$ cat src/rtl/rtcip_cfg.svh
// Constants for the real-time clock two-wire target port
`ifndef RTCIP_CFG_SVH
`define RTCIP_CFG_SVH
`define RTCIP_ADDR_WR 8'hac
`define RTCIP_ADDR_RD 8'had
`define RTCIP_DIR_BIT 0
`define RTCIP_BIT_LAST 3'h7
`define RTCIP_BIT_FIRST 3'h7
`define RTCIP_PAGE_HI 7
`define RTCIP_PAGE_LO 3
`define RTCIP_WORD_HI 2
`define RTCIP_PTR_RST 8'h00
`define RTCIP_DIRTY_RST 8'h00
`endif

$ cat src/rtl/rtcip_pkg.sv
// Types for the real-time clock two-wire target port
package rtcip_pkg;
    typedef enum logic [2:0] {
        ST_IDLE = 3'b000,
        ST_ADDR = 3'b001,
        ST_RX = 3'b010,
        ST_RX_ACK = 3'b011,
        ST_TX = 3'b100,
        ST_TX_ACK = 3'b101,
        ST_IGNORE = 3'b110
    } rtcip_state_e;
endpackage : rtcip_pkg

$ cat src/rtl/rtcip_sync.sv
// Two-stage synchroniser for one pin
`timescale 1ns/1ps
module rtcip_sync (
    input wire logic clk,
    input wire logic rst,
    input wire logic d,
    output logic q
);
    logic meta_reg;
    always_ff @(posedge clk or posedge rst) begin
        if (rst) begin
            meta_reg <= 1'b1;
            q <= 1'b1;
        end else begin
            meta_reg <= d;
            q <= meta_reg;
        end
    end
endmodule : rtcip_sync

$ cat src/rtl/rtcip_target.sv
// Two-wire target port with a transfer cache over an eight-word page
// How it works
// Target only; SCL input, SDA open drain
// Controller frames transfers and clocks every bit
// Data changes only while SCL low
// SDA edges while SCL high mark START/STOP
// No repeated START; STOP comes first
// New transfer only on idle bus
// Nine clocks per byte, unlimited bytes
// Acknowledge received bytes with low SDA
// Missing read acknowledge releases SDA
// First byte is address plus direction
// Answer write address ACh, read ADh
// Second write byte is page and word
// Acknowledged byte advances word address
// Unacknowledged byte keeps address
// Random read via pointer write, STOP, read
// Bare read continues after last address
// Snapshot live page into cache at START
// Cache frozen until STOP
// STOP after write returns modified bytes
// Foreign address is not acknowledged
// Word address wraps within its page
`timescale 1ns/1ps
`include "rtcip_cfg.svh"
module rtcip_target (
    input wire logic clk,
    input wire logic rst,
    input wire logic scl_i,
    input wire logic sda_i,
    output logic sda_o,
    output logic sda_oe,
    output logic [4:0] live_page,
    input wire logic [63:0] live_data,
    output logic wb_valid,
    output logic [4:0] wb_page,
    output logic [7:0] wb_mask,
    output logic [63:0] wb_data,
    output logic busy
);
    typedef struct packed {
        rtcip_pkg::rtcip_state_e st;
        logic scl_d;
        logic sda_d;
        logic [2:0] bitcnt;
        logic [7:0] sh;
        logic first;
        logic wrote;
        logic ptr_seen;
        logic drive_low;
        logic [7:0] ptr;
        logic [7:0] last;
        logic [63:0] cache;
        logic [7:0] dirty;
        logic wb_valid;
        logic [4:0] wb_page;
        logic [7:0] wb_mask;
        logic [63:0] wb_data;
    } rtcip_state_s;

    rtcip_state_s s_reg;
    rtcip_state_s s_next;
    logic scl_s;
    logic sda_s;
    logic scl_rise;
    logic scl_fall;
    logic start_ev;
    logic stop_ev;
    logic [2:0] word;
    logic [7:0] byte_in;
    logic [7:0] inc_ptr;
    logic [7:0] inc_last;

    rtcip_sync u_sync_scl (
        .clk(clk),
        .rst(rst),
        .d(scl_i),
        .q(scl_s)
    );
    rtcip_sync u_sync_sda (
        .clk(clk),
        .rst(rst),
        .d(sda_i),
        .q(sda_s)
    );

    assign scl_rise = scl_s && !s_reg.scl_d;
    assign scl_fall = !scl_s && s_reg.scl_d;
    assign start_ev = scl_s && s_reg.scl_d && s_reg.sda_d && !sda_s;
    assign stop_ev = scl_s && s_reg.scl_d && !s_reg.sda_d && sda_s;
    assign word = s_reg.ptr[`RTCIP_WORD_HI:0];
    assign byte_in = {s_reg.sh[6:0], sda_s};

    function automatic logic [7:0] rtcip_inc(input logic [7:0] p);
        rtcip_inc = {p[`RTCIP_PAGE_HI:`RTCIP_PAGE_LO], p[`RTCIP_WORD_HI:0] + 3'h1}; // see R13
    endfunction : rtcip_inc

    // Named so the word bits of the next address can be selected
    assign inc_ptr = rtcip_inc(s_reg.ptr);
    assign inc_last = rtcip_inc(s_reg.last);

    always_comb begin
        s_next = s_reg;
        s_next.scl_d = scl_s;
        s_next.sda_d = sda_s;
        s_next.wb_valid = 1'b0;
        if (stop_ev) begin
            // Only bytes touched by this transfer go back, so live time keeps running elsewhere
            if (s_reg.wrote && (s_reg.dirty != `RTCIP_DIRTY_RST)) begin
                s_next.wb_valid = 1'b1;
                s_next.wb_page = s_reg.ptr[`RTCIP_PAGE_HI:`RTCIP_PAGE_LO];
                s_next.wb_mask = s_reg.dirty;
                s_next.wb_data = s_reg.cache;
            end
            s_next.st = rtcip_pkg::ST_IDLE;
            s_next.drive_low = 1'b0;
            s_next.wrote = 1'b0;
            s_next.dirty = `RTCIP_DIRTY_RST;
        end else if (start_ev) begin
            // Repeated START unsupported: treated as a fresh START
            s_next.cache = live_data; // see R17
            s_next.dirty = `RTCIP_DIRTY_RST;
            s_next.st = rtcip_pkg::ST_ADDR;
            s_next.bitcnt = `RTCIP_BIT_FIRST;
            s_next.drive_low = 1'b0;
            s_next.wrote = 1'b0;
            s_next.ptr_seen = 1'b0;
        end else begin
            case (s_reg.st)
                rtcip_pkg::ST_IDLE: begin
                    s_next.drive_low = 1'b0;
                end
                rtcip_pkg::ST_IGNORE: begin
                    s_next.drive_low = 1'b0;
                end
                rtcip_pkg::ST_ADDR, rtcip_pkg::ST_RX: begin
                    if (scl_rise) begin
                        s_next.sh = byte_in;
                        s_next.bitcnt = s_reg.bitcnt - 3'h1;
                    end
                    if (scl_rise && s_reg.bitcnt == 3'h0) begin
                        s_next.st = rtcip_pkg::ST_RX_ACK;
                        s_next.first = (s_reg.st == rtcip_pkg::ST_ADDR);
                    end
                end
                rtcip_pkg::ST_RX_ACK: begin
                    if (scl_fall && !s_reg.drive_low) begin
                        if (s_reg.first) begin
                            if (s_reg.sh == `RTCIP_ADDR_WR || s_reg.sh == `RTCIP_ADDR_RD) begin
                                s_next.drive_low = 1'b1;
                            end else begin
                                s_next.st = rtcip_pkg::ST_IGNORE;
                            end
                        end else begin
                            s_next.drive_low = 1'b1;
                            if (!s_reg.ptr_seen) begin
                                s_next.ptr = s_reg.sh;
                                // One below, so a following read starts at the pointer itself
                                s_next.last = {s_reg.sh[`RTCIP_PAGE_HI:`RTCIP_PAGE_LO],
                                    s_reg.sh[`RTCIP_WORD_HI:0] - 3'h1}; // see R15
                                s_next.ptr_seen = 1'b1;
                            end else begin
                                s_next.cache[word*8 +: 8] = s_reg.sh;
                                s_next.dirty[word] = 1'b1;
                                s_next.wrote = 1'b1;
                            end
                        end
                    end else if (scl_fall && s_reg.drive_low) begin
                        // Ninth clock done; release or begin transmitting
                        s_next.drive_low = 1'b0;
                        s_next.bitcnt = `RTCIP_BIT_FIRST;
                        if (s_reg.first && s_reg.sh[`RTCIP_DIR_BIT]) begin
                            s_next.st = rtcip_pkg::ST_TX;
                            s_next.ptr = inc_last;
                            s_next.drive_low = !s_reg.cache[{inc_last[`RTCIP_WORD_HI:0], `RTCIP_BIT_FIRST}];
                        end else begin
                            s_next.st = rtcip_pkg::ST_RX;
                            if (!s_reg.first && s_reg.ptr_seen && s_reg.wrote) begin
                                s_next.last = s_reg.ptr;
                                s_next.ptr = rtcip_inc(s_reg.ptr);
                            end
                        end
                    end
                end
                rtcip_pkg::ST_TX: begin
                    if (scl_fall) begin
                        s_next.bitcnt = s_reg.bitcnt - 3'h1;
                        if (s_reg.bitcnt == 3'h0) begin
                            s_next.st = rtcip_pkg::ST_TX_ACK;
                            s_next.drive_low = 1'b0;
                        end else begin
                            s_next.drive_low = !s_reg.cache[{word, s_reg.bitcnt - 3'h1}];
                        end
                    end
                end
                rtcip_pkg::ST_TX_ACK: begin
                    if (scl_rise) begin
                        s_next.sh = {7'h00, sda_s};
                    end
                    if (scl_fall) begin
                        if (!s_reg.sh[0]) begin
                            s_next.last = s_reg.ptr;
                            s_next.ptr = rtcip_inc(s_reg.ptr);
                            s_next.st = rtcip_pkg::ST_TX;
                            s_next.bitcnt = `RTCIP_BIT_FIRST;
                            s_next.drive_low = !s_reg.cache[{inc_ptr[`RTCIP_WORD_HI:0], `RTCIP_BIT_FIRST}];
                        end else begin
                            // Last-accessed stays one below so a bare read repeats this byte
                            s_next.last = {s_reg.ptr[`RTCIP_PAGE_HI:`RTCIP_PAGE_LO],
                                s_reg.ptr[`RTCIP_WORD_HI:0] - 3'h1};
                            s_next.st = rtcip_pkg::ST_IGNORE;
                        end
                    end
                end
                default: begin
                    s_next.st = rtcip_pkg::ST_IDLE;
                end
            endcase
        end
    end

    always_ff @(posedge clk or posedge rst) begin
        if (rst) begin
            s_reg <= '{st: rtcip_pkg::ST_IDLE, scl_d: 1'b1, sda_d: 1'b1, bitcnt: `RTCIP_BIT_FIRST,
                       sh: 8'h00, first: 1'b0, wrote: 1'b0, ptr_seen: 1'b0, drive_low: 1'b0,
                       ptr: `RTCIP_PTR_RST, last: `RTCIP_PTR_RST, cache: 64'h0, dirty: `RTCIP_DIRTY_RST,
                       wb_valid: 1'b0, wb_page: 5'h00, wb_mask: 8'h00, wb_data: 64'h0};
        end else begin
            s_reg <= s_next;
        end
    end

    // Open drain: only ever pulls low
    assign sda_o = 1'b0;
    assign sda_oe = s_reg.drive_low;
    assign live_page = s_reg.ptr[`RTCIP_PAGE_HI:`RTCIP_PAGE_LO];
    assign wb_valid = s_reg.wb_valid;
    assign wb_page = s_reg.wb_page;
    assign wb_mask = s_reg.wb_mask;
    assign wb_data = s_reg.wb_data;
    assign busy = (s_reg.st != rtcip_pkg::ST_IDLE);
endmodule : rtcip_target

$ cat config.mk
export PLATFORM = sky130hd
export DESIGN_NAME = rtcip_target
export DESIGN_NICKNAME = d
export VERILOG_FILES = /design/src/rtl/rtcip_pkg.sv /design/src/rtl/rtcip_sync.sv /design/src/rtl/rtcip_target.sv
export VERILOG_INCLUDE_DIRS = /design/src /design/src/rtl
export SDC_FILE = /design/constraint.sdc
export NUM_CORES = 1
export LEC_CHECK = 0
export BUFFER_PORTS_ARGS = -buffer_cell sky130_fd_sc_hd__buf_2
export CAP_MARGIN = 15
export CORE_UTILIZATION = 52
export CTS_CLUSTER_SIZE = 24
export DETAILED_ROUTE_END_ITERATION = 8
export PLACE_DENSITY_LB_ADDON = 0.15
export SKIP_CTS_REPAIR_TIMING = 1
export SLEW_MARGIN = 15
export SYNTH_ARGS = -nofsm -noshare
export SYNTH_HDL_FRONTEND = slang
export SYNTH_HIERARCHICAL = 1
export SYNTH_SLANG_ARGS = --single-unit
$ cat constraint.sdc
create_clock -name clk -period 6.75 [get_ports clk]
set_input_delay 1.35 -clock clk [delete_from_list [all_inputs] [get_ports clk]]
set_output_delay 1.35 -clock clk [all_outputs]
set_load 0.005 [all_outputs]
-- After elaboration in Yosys (flattened, before gate mapping)
Cells that the tools add are included.
- bits in registers: 190
- word-level logic and storage cells: 195
- output and inout bits: 86
- equality and inequality tests: 38
- reductions and logical operators: 55
- bitwise gates (word level): 4
- order comparisons: 5
- $add $sub $neg: 6
- mux-type cells: 63
- shift-type cells: 2
- operators with widths (kind ; count):
    72-bit two-way mux ; 4
    78-bit two-way mux ; 2
    88-bit two-way mux ; 1
    64-bit bitwise mux ; 1
    8-bit by 34-bit variable shift with 64-bit output (first input constant) ; 1
    8-bit by 34-bit indexed part select with 64-bit output ; 1
    3-bit two-way mux ; 19
    17-bit two-way mux ; 3
    6-bit negation with 34-bit output ; 1
    3-bit != test (second input constant) ; 11
    8-bit two-way mux ; 4
    16-bit case mux with 2 select lines ; 1
    4-bit != test (second input constant) ; 6
    8-bit AND reduction ; 3
    11-bit two-way mux ; 2
    6-bit by 7-bit < comparator with 1-bit output (second input constant) ; 3
    9-bit AND reduction ; 2
    8-bit == test (second input constant) ; 2
    16-bit two-way mux ; 1
    8-bit case mux with 2 select lines ; 1
    1-bit logical AND ; 15
    5-bit != test (second input constant) ; 3
    3-bit case mux with 5 select lines ; 1
    2-bit nonzero test ; 7
    other kinds (33) ; 78

-- Logic depth before layout (Yosys ltp)
- word-level depth: 11
- mapped depth: 12

-- Cells and area by module
The synthesis kept the hierarchy.
- modules (own cells, without submodules) (module ; times used ; cells an instance ; seq. area each (um^2) ; area each (um^2)):
    rtcip_target ; 1 ; 937 ; 4660.7 ; 9749.4
    rtcip_sync ; 2 ; 3 ; 52.6 ; 56.3

-- Least setup slack after synthesis
Ideal clock, no wire load.
- path type: register to register
- from: register s_reg[178] (netlist name)
- to: register s_reg (netlist bit sda_oe)
- arrival time: 2633 ps
- period minus slack after synthesis: 2744 ps
- path buffers: 4
- setup slack: 4006 ps
- cell stages (with the launch flop): 12
- path through: dfstp_2 > buf_6 > inv_2 > ha_1 > buf_2 > buf_2 > buf_2 > a2111oi_0 > a31oi_1 > a31oi_1 > o2111ai_1 > a2111oi_2
- cells in the longest elaborated chain, start to end: 9
- elaborated cells on any way between the ends: 10
- RTL lines (element ; RTL line ; text):
    start, declared ; rtcip_target.sv:61 ; rtcip_state_s s_reg;
    start signal, assigned ; rtcip_target.sv:224 ; s_reg <= '{st: rtcip_pkg::ST_IDLE, scl_d: 1'b1, sda_d: 1'b1, bitcnt: `RTCIP_BIT_FIRST,
    start signal, assigned ; rtcip_target.sv:229 ; s_reg <= s_next;
    3-bit by 1-bit subtractor with 3-bit output ; rtcip_target.sv:192 ; s_next.drive_low = !s_reg.cache[{word, s_reg.bitcnt - 3'h1}];
    1-bit binary-select mux with 6-bit select ; rtcip_target.sv:192 ;
    1-bit two-way mux (implied by the code) ; rtcip_target.sv:192 ;
    1-bit logical NOT ; rtcip_target.sv:192 ;
    1-bit two-way mux (*) ; rtcip_target.sv:188 ; if (s_reg.bitcnt == 3'h0) begin
    1-bit two-way mux (*) ; rtcip_target.sv:186 ; if (scl_fall) begin
    1-bit case mux with 4 select lines (*) ; rtcip_target.sv:129 ; case (s_reg.st)
    3-bit two-way mux (*) ; rtcip_target.sv:119 ; end else if (start_ev) begin
    1-bit two-way mux (*) ; rtcip_target.sv:107 ; if (stop_ev) begin
Mark *: on every way between the ends. The rest lies on a longest branch, timed or not. The select of a mux whose other input is x is not followed.
A chain may end at the register's enable or synchronous reset.

-- Worst setup path after layout
Ends and elaborated chain as after synthesis.

==> Flow_metrics.wiki <==
{| class="wikitable"
! Metric !! Value
|-
| Total routed wirelength || 24,800 um
|-
| Post-Route Setup TNS || 0 ns
|-
| Clock tree skew after final layout || between 0.007 and 0.008 ns
|-
| Worst VDD drop || 0.2523 mV
|-
| Detailed placement HPWL || ~17,000 um
|-
| Number of levels in the clock H-tree || 4
|-
| Final std cells w/o fill || 1,215
|-
| First-pass DRT Iterations || 5
|-
| Number of different library cells in the post-synthesis netlist || 65
|-
| Port bufs || roughly 150
|-
| Dominant synthesized flop cell || dfrtp_1
|-
| Endpoint type of the worst setup path || flip-flop
|-
| Number of enable flip-flop cells after synthesis || 0
|-
| Number of buffers created by CTS || 17
|-
| Worst hold margin || 0.3506 ns
|-
| Total grt overflow || 0
|-
| Pin count of the biggest net entering global routing || about 120
|-
| Total via count in the routed design || 7,169
|-
| Antenna viol nets, final || 0
|-
| Outcome || finished, final reports clean
|-
| Longest Clk Path Bufs || 2
|-
| Number of flip-flops under the largest register name || 90
|-
| Standard-cell rows || a little under 50
|-
| Post-route cell area || roughly 11,000 um^2
|-
| Antenna diode count || 0
|-
| First-pass GRT wire length || approximately 39,000 um
|-
| Seq. cell area || 4766 um^2
|-
| I/O pin cnt || about 150
|-
| Arrival time at the worst endpoint || ~4 ns
|-
| Root buffer selected by CTS || clkbuf_16
|-
| Endpoint of the worst hold-timing path || u_sync_sda/q
|-
| Height of the die || between 100 and 150 um
|-
| Worst Max-Slew Pin Slew || 1.200 ns
|-
| Share of synthesized area occupied by flip-flops and latches || 0.4833
|-
| Final weighted congestion in routability-driven placement || just under 0.9
|-
| Hold Violations, Final || 0
|-
| Number of DRC violations after detailed-routing iteration 0 || ~570
|-
| Inst Count DP || ~1,200
|-
| Placed standard-cell area || a little over 10,000 um^2
|-
| Clock Latency Late Sink || between 0.4 and 0.5 ns
|-
| Achievable frequency || 0.2708 GHz
|-
| Req. time, crit path || ~7 ns
|-
| Ratio of cells with drive above 1 in the final layout || 0.3124
|-
| Worst min-delay path startpoint || u_sync_sda/meta_reg
|-
| Antenna violations before repair || 0
|-
| Post-synthesis instance area || approximately 9900 um^2
|-
| Area of the core region || 18,270 um^2
|-
| Via count of the first global-routing pass || 6,837
|-
| Standby leakage power || approximately 5.1 nW
|-
| Final max-slew violation count || 0
|-
| Tcrit/Tclk final || 0.5471
|-
| Number of instances in the synthesized netlist || about 940
|-
| Average wire length per cell after detail routing || 20.41 um
|-
| Total track usage || 0.2623
|-
| Sum of routed wire segments on met1 || ~11,000 um
|-
| Hold Path Depth || 0
|-
| Number of max-cap violations || 0
|-
| Syn avg cell area || ~10 um^2
|-
| CP Max Fanout || 21
|-
| Clock period minus worst slack || 3.693 ns
|-
| Wire length on met3 || roughly 1700 um
|-
| Proportion of synthesized flip-flops having asynchronous set or reset || 1.000
|-
| Reg2Reg Capture Point || sda_oe
|-
| Origin of the critical flop-to-flop path || s_reg[178]
|-
| Max Used Layer || met4
|-
| Post-placement setup slack || about 3.1 ns
|-
| DRC errors left || 0
|-
| Setup slack on the worst flop-to-flop path || 3.06 ns
|-
| Clock slew at reported path FFs || 0.07 ns
|-
| Layout filler cell count || ~1,600
|-
| Starting utilization of the core area || 0.5398
|-
| Post-DR vias/cell || 5.900
|-
| Unrepaired setup endpoints after global routing || false
|-
| Final Net Count || between 1,000 and 1,500
|-
| Final setup violation count || 0
|-
| Crit Path Class || flip-flop to flip-flop
|-
| Worst slew slack as a fraction of its limit || 0.1973
|-
| Total number of yosys warnings || 6
|-
| Total power density per cell area || ~350 nW/um^2
|-
| Number of nets in the synthesized netlist || 1,023
|-
| Met2 wirelength from detailed routing || approximately 11,000 um
|-
| #FFs+latches synth || 190
|-
| Crit path launch type || flip-flop
|-
| TritonCTS clock tree || done
|-
| Worst hold path class || flip-flop to flip-flop
|-
| Number of clock sinks seen by CTS || between 150 and 200
|-
| Area of the die || between 15,000 and 20,000 um^2
|-
| Layout area overhead || 8.335%
|-
| R2R cell count || 8
|-
| Multi-input gate area in the final layout || approximately 4200 um^2
|-
| Horizontal die dimension || 139.7 um
|-
| Worst setup slack after layout || 3.057 ns
|}
-- worst max-delay path, cell delays in order (launching register included) --
cell       delay (ns)
dfstp_2          0.82
inv_2            0.20
ha_1             0.30
xor2_1           0.94
mux2_2           0.42
o221ai_1         0.18
o211a_1          0.16
o2111ai_1        0.16
a2111oi_2        0.38
-- cell usage after synthesis, drive strengths merged, types with 12 or more instances --
master    n  share of area
mux2     88           0.10
inv      12         0.0046
clkbuf   45          0.017
a21oi    26          0.013
nor2     49          0.019
nand2   110          0.042
a22oi    47          0.036
a31oi    24          0.015
dfrtp   181           0.46
nand3    15         0.0076
mux2i    25          0.025
o21ai    80          0.041
buf     102          0.073
nor2b    13         0.0082
ha       12          0.015
-- worst max path at each step --
stage | start | endpoint | depth (start not counted)
floorplan | rst | byte_in[1] | 1
global placement | s_reg[178] | sda_oe | 9
detailed placement | s_reg[178] | sda_oe | 8
CTS | s_reg[178] | sda_oe | 8
global route | s_reg[158] | s_reg[113] | 7
finish | s_reg[178] | sda_oe | 8
-- placed cells by master (no fill, tap or decap), types with 10 or more instances in the layout --
cell	instances
a21oi_1	25
inv_1	10
ha_1	12
nand2_1	110
buf_2	152
a31oi_1	21
mux2_2	88
nor2_1	49
nand3_1	15
clkbuf_16	17
a22oi_1	47
nor2b_1	13
dfrtp_1	181
o21ai_0	79
mux2i_1	25
-- area by class of cell --
type,count,share of cell area
clock inverters,10,0.01066
clock buffers,20,0.04181
multi-input cells,593,0.3926
inverters,13,0.005270
repair buffers,160,0.07682
well taps,229,0.02682
flip-flops and latches,190,0.4461
-- where the power goes --
part / switching (W) / internal [W]
clock: 0.000435 / 0.000552
combinational: 0.000651 / 0.000468
sequential: 0.000317 / 0.00129
total: 0.00140 / 0.00231
-- per-layer routing --
layer,track usage,up-vias
li1,-,3362
met1,0.3784,3473
met2,0.4011,298
met3,0.05334,36
met4,0.07403,0
met5,0,-
-- stage by stage --
stage / utilization / total power, W
after CTS: 0.5836 / 0.003699
after floorplan: - / 0.002372
after global routing: 0.5848 / 0.003901
final: 0.5848 / 0.003708
after detailed placement: 0.5529 / 0.002710
after global placement: 0.5529 / 0.002694
-- cells by family after synthesis --
kind of cell	synth area share
muxes	0.1495
other	0.0003802
adders and majority gates	0.01522
AOI/OAI and AO/OA	0.1402
DFF	0.4833
xor gates and xnor gates	0.007105
and+or+nand+nor	0.1092
buffers and inverters	0.09515
(Power assumes the default switching activity.)
